<file path="src/rtl/eirq_pkg.sv">
// package: constants for the extended interrupt and nibble port block
// Operation
// - control register at 0C0H, bit addressable
// - priority bit selects high or low level
// - enable bits 2 and 6 gate service
// - edge-select bit: falling edge, else level
// - edge flag set on edge, cleared on service
// - eight vectors, fixed polling order per level
// - added inputs behave like standard external interrupts
// - nibble port at 0D8H, four pins
// - port like first port, pins feed interrupts
// - byte write drives pins, reads, read-modify-write
// - bidirectional pins with internal pull-ups
// - reset: port latch FFH, control 00H
package eirq_pkg;
  localparam logic [7:0] EIRQ_CTRL_ADDR = 8'hC0;
  localparam logic [7:0] EIRQ_PORT_ADDR = 8'hD8;
  localparam logic [7:0] EIRQ_CTRL_RESET = 8'h00;
  localparam logic [7:0] EIRQ_PORT_RESET = 8'hFF;
  localparam int EIRQ_IRQ2_EDGE_BIT = 0;
  localparam int EIRQ_IRQ2_PEND_BIT = 1;
  localparam int EIRQ_IRQ2_EN_BIT = 2;
  localparam int EIRQ_IRQ2_HIGH_BIT = 3;
  localparam int EIRQ_IRQ3_EDGE_BIT = 4;
  localparam int EIRQ_IRQ3_PEND_BIT = 5;
  localparam int EIRQ_IRQ3_EN_BIT = 6;
  localparam int EIRQ_IRQ3_HIGH_BIT = 7;
  localparam int EIRQ_NSRC = 8;
  localparam int EIRQ_PORT_W = 4;
  localparam int EIRQ_IRQ2_PIN = 2;
  localparam int EIRQ_IRQ3_PIN = 3;
  localparam logic [7:0] EIRQ_VEC_BASE = 8'h03;
  localparam logic [7:0] EIRQ_VEC_STEP = 8'h08;
  // position 6 and 7 in the polling order
  localparam int EIRQ_SRC_IRQ2 = 6;
  localparam int EIRQ_SRC_IRQ3 = 7;

  function automatic logic [7:0] eirq_vector(input logic [2:0] idx);
    eirq_vector = 8'(EIRQ_VEC_BASE + EIRQ_VEC_STEP * {5'h00, idx});
  endfunction

  function automatic logic [3:0] eirq_pick(input logic [7:0] req);
    logic [3:0] r;
    r = 4'h0;
    for (int i = EIRQ_NSRC - 1; i >= 0; i--) begin
      if (req[i]) begin
        r = {1'b1, 3'(i)};
      end
    end
    eirq_pick = r;
  endfunction
endpackage

</file>
<file path="src/rtl/eirq_src_if.sv">
// interface: one added external interrupt source and its control bits
`timescale 1ns/1ps
`default_nettype none
interface eirq_src_if;
  logic pin;
  logic edge_sel;
  logic clr_by_service;
  logic sw_wr;
  logic sw_val;
  logic pending;
  logic request;
  modport src (input pin, edge_sel, clr_by_service, sw_wr, sw_val, output pending, request);
  modport ctl (output pin, edge_sel, clr_by_service, sw_wr, sw_val, input pending, request);
endinterface
`default_nettype wire

</file>
<file path="src/rtl/eirq_detect.sv">
// module: edge or level detection for one added external interrupt
`timescale 1ns/1ps
`default_nettype none
module eirq_detect
  import eirq_pkg::*;
(
  // clock and reset
  input wire logic clk,
  input wire logic rst_n,
  // source
  eirq_src_if.src s
);
  logic pin_d_ff, nxt_pin_d;
  logic flag_ff, nxt_flag;

  always_comb begin
    nxt_pin_d = s.pin;
    nxt_flag = flag_ff;
    if (s.edge_sel) begin
      if (s.clr_by_service) begin
        nxt_flag = 1'b0;
      end
      if (s.sw_wr) begin
        nxt_flag = s.sw_val;
      end
      if (pin_d_ff && !s.pin) begin
        nxt_flag = 1'b1;
      end
    end else begin
      // level mode: flag follows the low pin
      nxt_flag = !s.pin;
    end
  end

  always_ff @(posedge clk or negedge rst_n) begin
    if (!rst_n) begin
      pin_d_ff <= 1'b1;
      flag_ff <= 1'b0;
    end else begin
      pin_d_ff <= nxt_pin_d;
      flag_ff <= nxt_flag;
    end
  end

  assign s.pending = flag_ff;
  assign s.request = flag_ff;
endmodule // eirq_detect
`default_nettype wire

</file>
<file path="src/rtl/eirq_top.sv">
// module: extra interrupt control, eight-source vectoring and nibble port
`timescale 1ns/1ps
`default_nettype none
module eirq_top
  import eirq_pkg::*;
(
  // clock and reset
  input wire logic clk,
  input wire logic reset_n,
  // special-function register bus
  input wire logic [7:0] sfr_addr,
  input wire logic sfr_wr,
  input wire logic [7:0] sfr_wdata,
  input wire logic sfr_rd,
  input wire logic sfr_rmw,
  input wire logic sfr_bit_wr,
  input wire logic [7:0] sfr_bit_addr,
  input wire logic sfr_bit_val,
  output logic [7:0] sfr_rdata,
  output logic sfr_hit,
  // standard sources from the core, positions 0..5
  input wire logic [5:0] std_req,
  input wire logic [5:0] std_high,
  // interrupt handshake with the core
  output logic irq_req,
  output logic [7:0] irq_vector,
  output logic [2:0] irq_source,
  input wire logic irq_ack,
  input wire logic irq_reti,
  // nibble port pins
  input wire logic [3:0] nibble_port_in,
  output logic [3:0] nibble_port_out,
  output logic [3:0] nibble_port_oe_n,
  output logic [3:0] nibble_port_pullup
);
  logic rst_s1_ff, rst_n_ff;
  always_ff @(posedge clk or negedge reset_n) begin
    if (!reset_n) begin
      rst_s1_ff <= 1'b0;
      rst_n_ff <= 1'b0;
    end else begin
      rst_s1_ff <= 1'b1;
      rst_n_ff <= rst_s1_ff;
    end
  end

  logic [7:0] ctrl_ff, nxt_ctrl;
  logic [3:0] port_ff, nxt_port;
  logic [1:0] act_ff, nxt_act;
  logic act_hi_src_ok, act_lo_src_ok;
  logic [2:0] act_src_ff [2];
  logic [2:0] nxt_act_src [2];
  logic [7:0] nxt_rdata, nxt_vector;
  logic [2:0] nxt_source;
  logic p2_bit, p3_bit;

  eirq_src_if i2 ();
  eirq_src_if i3 ();

  logic ctrl_sel, port_sel, ctrl_bsel, port_bsel;
  logic [2:0] bidx;
  assign ctrl_sel = (sfr_addr == EIRQ_CTRL_ADDR);
  assign port_sel = (sfr_addr == EIRQ_PORT_ADDR);
  // a bit address names its byte by the upper five bits
  function automatic logic bit_in_byte(input logic [7:0] baddr, input logic [7:0] byte_addr);
    bit_in_byte = (baddr[7:3] == byte_addr[7:3]);
  endfunction

  // bit form aimed at one pending bit of the control byte
  function automatic logic pend_bit_sel(input logic bsel, input logic [2:0] idx, input int pos);
    pend_bit_sel = bsel && (idx == 3'(pos));
  endfunction

  assign ctrl_bsel = sfr_bit_wr && bit_in_byte(sfr_bit_addr, EIRQ_CTRL_ADDR);
  assign port_bsel = sfr_bit_wr && bit_in_byte(sfr_bit_addr, EIRQ_PORT_ADDR);
  assign bidx = sfr_bit_addr[2:0];
  assign sfr_hit = ctrl_sel || port_sel;

  assign i2.pin = nibble_port_in[EIRQ_IRQ2_PIN];
  assign i3.pin = nibble_port_in[EIRQ_IRQ3_PIN];
  assign i2.edge_sel = ctrl_ff[EIRQ_IRQ2_EDGE_BIT];
  assign i3.edge_sel = ctrl_ff[EIRQ_IRQ3_EDGE_BIT];
  // bit form wins over a byte write landing in the same cycle
  assign p2_bit = pend_bit_sel(ctrl_bsel, bidx, EIRQ_IRQ2_PEND_BIT);
  assign p3_bit = pend_bit_sel(ctrl_bsel, bidx, EIRQ_IRQ3_PEND_BIT);
  assign i2.sw_wr = (sfr_wr && ctrl_sel) || p2_bit;
  assign i3.sw_wr = (sfr_wr && ctrl_sel) || p3_bit;
  assign i2.sw_val = p2_bit ? sfr_bit_val : sfr_wdata[EIRQ_IRQ2_PEND_BIT];
  assign i3.sw_val = p3_bit ? sfr_bit_val : sfr_wdata[EIRQ_IRQ3_PEND_BIT];

  eirq_detect u_det2 (.clk(clk), .rst_n(rst_n_ff), .s(i2));
  eirq_detect u_det3 (.clk(clk), .rst_n(rst_n_ff), .s(i3));

  // arbitration
  logic [7:0] req, hi_req;
  logic [3:0] pick_hi, pick_lo;
  logic grant_ok, grant_hi;
  logic [2:0] grant_src;
  assign req = {i3.request && ctrl_ff[EIRQ_IRQ3_EN_BIT], i2.request && ctrl_ff[EIRQ_IRQ2_EN_BIT], std_req};
  assign hi_req = req & {ctrl_ff[EIRQ_IRQ3_HIGH_BIT], ctrl_ff[EIRQ_IRQ2_HIGH_BIT], std_high};
  assign pick_hi = eirq_pick(hi_req);
  assign pick_lo = eirq_pick(req & ~hi_req);
  assign act_hi_src_ok = !act_ff[1] && pick_hi[3];
  assign act_lo_src_ok = !act_ff[1] && !act_ff[0] && pick_lo[3];
  assign grant_ok = act_hi_src_ok || act_lo_src_ok;
  assign grant_hi = act_hi_src_ok;
  assign grant_src = act_hi_src_ok ? pick_hi[2:0] : pick_lo[2:0];
  assign irq_req = grant_ok;
  assign i2.clr_by_service = irq_ack && grant_ok && grant_src == 3'(EIRQ_SRC_IRQ2);
  assign i3.clr_by_service = irq_ack && grant_ok && grant_src == 3'(EIRQ_SRC_IRQ3);

  // register group: control byte and port latch
  always_comb begin
    nxt_ctrl = ctrl_ff;
    nxt_port = port_ff;
    if (sfr_wr && ctrl_sel) begin
      nxt_ctrl = sfr_wdata;
    end
    if (ctrl_bsel) begin
      nxt_ctrl[bidx] = sfr_bit_val;
    end
    nxt_ctrl[EIRQ_IRQ2_PEND_BIT] = i2.pending;
    nxt_ctrl[EIRQ_IRQ3_PEND_BIT] = i3.pending;
    if (sfr_wr && port_sel) begin
      nxt_port = sfr_wdata[EIRQ_PORT_W-1:0];
    end
    // upper bits have no pins, so bit writes there are dropped
    if (port_bsel && bidx < 3'(EIRQ_PORT_W)) begin
      nxt_port[bidx[1:0]] = sfr_bit_val;
    end
  end

  always_ff @(posedge clk or negedge rst_n_ff) begin
    if (!rst_n_ff) begin
      ctrl_ff <= EIRQ_CTRL_RESET;
      port_ff <= EIRQ_PORT_RESET[EIRQ_PORT_W-1:0];
    end else begin
      ctrl_ff <= nxt_ctrl;
      port_ff <= nxt_port;
    end
  end

  // service group: active levels and the source taken at each
  always_comb begin
    nxt_act = act_ff;
    nxt_act_src = act_src_ff;
    // return ends the highest active level
    if (irq_reti) begin
      if (act_ff[1]) begin
        nxt_act[1] = 1'b0;
      end else begin
        nxt_act[0] = 1'b0;
      end
    end
    if (irq_ack && grant_ok) begin
      nxt_act[grant_hi] = 1'b1;
      nxt_act_src[grant_hi] = grant_src;
    end
  end

  always_ff @(posedge clk or negedge rst_n_ff) begin
    if (!rst_n_ff) begin
      act_ff <= 2'h0;
      act_src_ff[0] <= 3'h0;
      act_src_ff[1] <= 3'h0;
    end else begin
      act_ff <= nxt_act;
      act_src_ff <= nxt_act_src;
    end
  end

  // output group: vector, source and read data
  always_comb begin
    nxt_vector = eirq_vector(grant_src);
    nxt_source = grant_src;
    nxt_rdata = sfr_rdata;
    // rmw reads latch, plain read reads pins
    if (sfr_rd && ctrl_sel) begin
      nxt_rdata = ctrl_ff;
    end else if (sfr_rd && port_sel) begin
      nxt_rdata = {4'hF, sfr_rmw ? port_ff : nibble_port_in};
    end
  end

  always_ff @(posedge clk or negedge rst_n_ff) begin
    if (!rst_n_ff) begin
      irq_vector <= 8'h00;
      irq_source <= 3'h0;
      sfr_rdata <= 8'h00;
    end else begin
      irq_vector <= nxt_vector;
      irq_source <= nxt_source;
      sfr_rdata <= nxt_rdata;
    end
  end

  // quasi-bidirectional: drive low only, pull-up otherwise
  // pins stay usable as interrupt inputs while latch is high
  assign nibble_port_out = 4'h0;
  assign nibble_port_oe_n = port_ff;
  assign nibble_port_pullup = port_ff;
endmodule // eirq_top
`default_nettype wire

</file>
<file path="config.mk">
export PLATFORM = sky130hd
export DESIGN_NAME = eirq_top
export DESIGN_NICKNAME = d
export VERILOG_FILES = /design/src/rtl/eirq_pkg.sv /design/src/rtl/eirq_src_if.sv /design/src/rtl/eirq_detect.sv /design/src/rtl/eirq_top.sv
export SDC_FILE = /design/constraint.sdc
export NUM_CORES = 1
export LEC_CHECK = 0
export ABC_AREA = 1
export ABC_CLOCK_PERIOD_IN_PS = 2200
export BUFFER_PORTS_ARGS = -buffer_cell sky130_fd_sc_hd__buf_2
export CORE_ASPECT_RATIO = 1.75
export CORE_MARGIN = 4
export CORE_UTILIZATION = 40
export CTS_CLUSTER_DIAMETER = 60
export CTS_CLUSTER_SIZE = 20
export DETAILED_ROUTE_END_ITERATION = 12
export PLACE_DENSITY = 0.77
export SYNTH_ARGS = -nofsm -noshare
export SYNTH_HDL_FRONTEND = slang
export SYNTH_SLANG_ARGS = --single-unit
</file>
<file path="constraint.sdc">
create_clock -name clk -period 2.2 [get_ports clk]
set_input_delay 0.33 -clock clk [delete_from_list [all_inputs] [get_ports clk]]
set_output_delay 0.33 -clock clk [all_outputs]
set_load 0.05 [all_outputs]
</file>
==> flow_summary_export.csv <==
group,metric,value,unit
outcome,status,"finished, final reports clean",
synthesis,synth_compound_area_frac,0.0952,
synthesis,yosys_warnings,0,
min_path,min_from,"nibble_port_in[2]",
grt,grt_pass1_vias,1916,
worst_setup_path,crit_path_start_kind,"flip-flop",
synthesis,ys.flop_type,"dfrtp_1",
cts,root_buffer,"clkbuf_8",
synthesis,async_flop_share,1.00,
synthesis,ys_ff_latch,32,
power,ir_worst_vdd,0.515,mV
routing,wl,4800,um
placed_design,placed_cells,417,
worst_setup_path,worstPathRequired,1870,ps
grt,grt_overflow,0,
power,power.density,693,mW/mm^2
synthesis,avgSynthCellArea,6.84,um^2
worst_setup_path,r2r_start,"ctrl_ff[3]",
sta,period_share,0.852,
grt,grt_pass1_wl,8000,um
die,num_rows,34,
layout,finalNonFillerCells,426,
grt,grt_start_max_net_pins,31,
synthesis,synthCells,298,
power,switching_share,0.383,
min_path,worstHoldPathType,"input port to flip-flop",
die,start_util,0.410,
layout,drive_above_1_share,0.269,
placed_design,dpl_cell_area,0.00239,mm^2
cts,h-tree-depth,2,
routing,drtPass1Iterations,4,
worst_setup_path,r2r-end,"u_det2.s.pending",
die,die_width,62.0,um
sta,tns,0,ps
worst_setup_path,path_cells,"nand3_1 > nand2_1 > nor2_1 > nand2_2 > nand2_2 > nand2_1 > buf_2",
sta,slew_violations,0,
synthesis,yosysUniqueCellTypes,29,
grt,antenna_found_initial,0,
synthesis,syn-cell-area,0.00204,mm^2
routing,vias_per_cell,4.76,
routing,remaining_drc_errors,0,
layout,antenna_cells,0,
power,p_comb_frac,0.317,
worst_setup_path,crit_arrival,1550,ps
synthesis,synth_fa_ha_area_frac,0,
job,drv_cap,0,
synthesis,synth_edf_count,0,
grt,met3_usage,0.0303,
sta,setup_viol,0,
worst_setup_path,cp_slowest_cell,"dfrtp_1",
cts,cts.clk_slew.worst_paths,60,ps
placed_design,place_congestion,0.793,
sta,hold_viol,0,
routing,drt_iter0_markers,66,
synthesis,yosys-top-cells-count,"98 x nand2_1, 42 x inv_1, 32 x nor2_1, 26 x dfrtp_1, 22 x nand3_1",
die,die_y,102,um
power,power.share.clock,0.270,
worst_setup_path,critPathKind,"flip-flop to output port",
worst_setup_path,reg2reg_slack,650,ps
synthesis,yosysTopAreaCell,"dfrtp_1",
layout,syn_to_final_growth,22.2,%
worst_setup_path,endpoint_kind,"output port",
synthesis,synth.most_common_cell,"nand2_1",
grt,use_met2,0.295,
cts,clock_path_buffers,2,
min_path,min_path_cells,1,
die,die-area,0.00635,mm^2
cts,clock_sinks,32,
routing,vias,2027,
placed_design,hpwl,3950,um
grt,busiest_layer,"met2",
worst_setup_path,max_stage_delay,420,ps
routing,wire_per_inst,11.3,um
die,num_io_pins,82,
power,p_int,1070,uW
min_path,holdPathEnd,"u_det2.pin_d_ff",
cts,tritoncts.num_buffers,5,
routing,ant_nets,0,
sta,rsz0062_at_grt,"false",
power,p_leak,0.00143,uW
power,seqPwrFrac,0.413,
synthesis,synthSimpleGateAreaFrac,0.366,
layout,fill_cells,513,
synthesis,synthTopCellsByArea,"dfrtp_1 32%, nand2_1 18%, dfstp_2 7.7%",
synthesis,synth_top_family_by_area,"simple AND/OR/NAND/NOR gates",
grt,grtUsageMet1,0.181,
synthesis,synth_xor_area_frac,0,
sta,max_clock_freq,0.533,GHz
sta,skew,8.80,ps
placed_design,port_buffers,74,
power,power.total,1730,uW
die,core_area,0.00498,mm^2
synthesis,muxShareOfSynthArea,0,
layout,nets,420,
synthesis,yosysSeqAreaShare,0.397,
cts,cts_resized,0,
worst_setup_path,critPathMaxFanout,5,
cts,cts_tree,"done",
sta,finalCriticalPeriod,1880,ps
power,p_sw,660,uW
synthesis,yosysTopAreaCellShare,0.319,
worst_setup_path,r2r_cells,10,
grt,grt_usage,0.167,
layout,fin_area,0.00249,mm^2
cts,clk_latency,280,ps
==> worst max-delay path by stage <==
| stage | startpoint | end | slack [ps] | cells after the start |
|---|---|---|---|---|
| after floorplan | ctrl_ff[3] | u_det2.s.pending | 570 | 11 |
| after global placement | sfr_addr[0] | sfr_hit | 500 | 7 |
| after detailed placement | sfr_addr[0] | sfr_hit | 470 | 7 |
| after CTS | ctrl_ff[3] | irq_req | 310 | 7 |
| after global routing | ctrl_ff[7] | irq_req | 190 | 8 |
| final | ctrl_ff[3] | irq_req | 320 | 7 |
==> area by class of cell <==
cell class                 instances  area [um^2]  area share
clock buffer                       8         90.1      0.0362
inverter                          43          161      0.0648
sequential                        32          808       0.325
tap                               54         67.6      0.0271
timing repair buffer              76          388       0.156
multi-input combinational        213          975       0.391
==> state kept, by name (all words and copies together) (netlist names), 2 cells and up <==
name	cells
sfr_rdata	8
act_ff	2
ctrl_ff	8
irq_source	3
nibble_port_oe_n	4
==> per-layer routing <==
| metal | routed length, um | share of wire | up-vias |
|---|---|---|---|
| li1 | - | - | 1060 |
| met1 | 1760 | 0.37 | 890 |
| met2 | 2650 | 0.55 | 66 |
| met3 | 267 | 0.056 | 11 |
| met4 | 124 | 0.026 | 0 |
| met5 | 0 | 0 | - |
==> placed cells by master (no fill, tap or decap), drive strengths merged <==
cell / Yosys / final
nand2: 103 / 103
nor2: 34 / 34
nor3: 5 / 5
dfrtp: 26 / 26
o2111ai: 2 / 2
nand3: 24 / 24
a21boi: 1 / 1
dfstp: 6 / 6
a21oi: 7 / 7
buf: 16 / 75
conb: 2 / 9
o211ai: 4 / 4
clkbuf: 1 / 8
dlygate4sd3: 0 / 1
o21ai: 13 / 13
inv: 43 / 43
and3: 1 / 1
or2: 1 / 1
a32o: 1 / 1
nor3b: 1 / 1
a31oi: 4 / 4
nand4: 3 / 3
==> critical path, delay by kind of cell (launching register included) <==
kind	cells	cell delay, ps
buffers and inverters	1	220
flip-flops	1	420
AND/OR/NAND/NOR	6	620
==> metrics by stage <==
step	hold WS, ps	utilization	worst slack [ps]
after floorplan	34.4	-	569
final	166	0.500	325
after global routing	154	0.500	185
after CTS	157	0.500	313
after global placement	116	0.480	500
after detailed placement	116	0.480	467
==> cell families (layout without fill, tap and decap cells) <==
logic type	after synthesis	after routing
flip-flops	32	32
other	2	9
AND/OR/NAND/NOR	172	172
buffers and inverters	60	127
AO/OA/AOI/OAI	32	32
==> repair_timing <==
item | in CTS | in global routing
hold buffers | 1 | 0
endpoints found under the hold margin | 2 | 0
buffers inserted | 0 | 0
==> power groups by stage <==
stage	logic, uW	clock network (uW)	registers, uW
after floorplan	324	0	828
final	547	466	713
after detailed placement	548	0	723
after global routing	598	501	722
after global placement	540	0	721
after CTS	551	475	713
No activity file was read; power rests on OpenSTA's default activity.
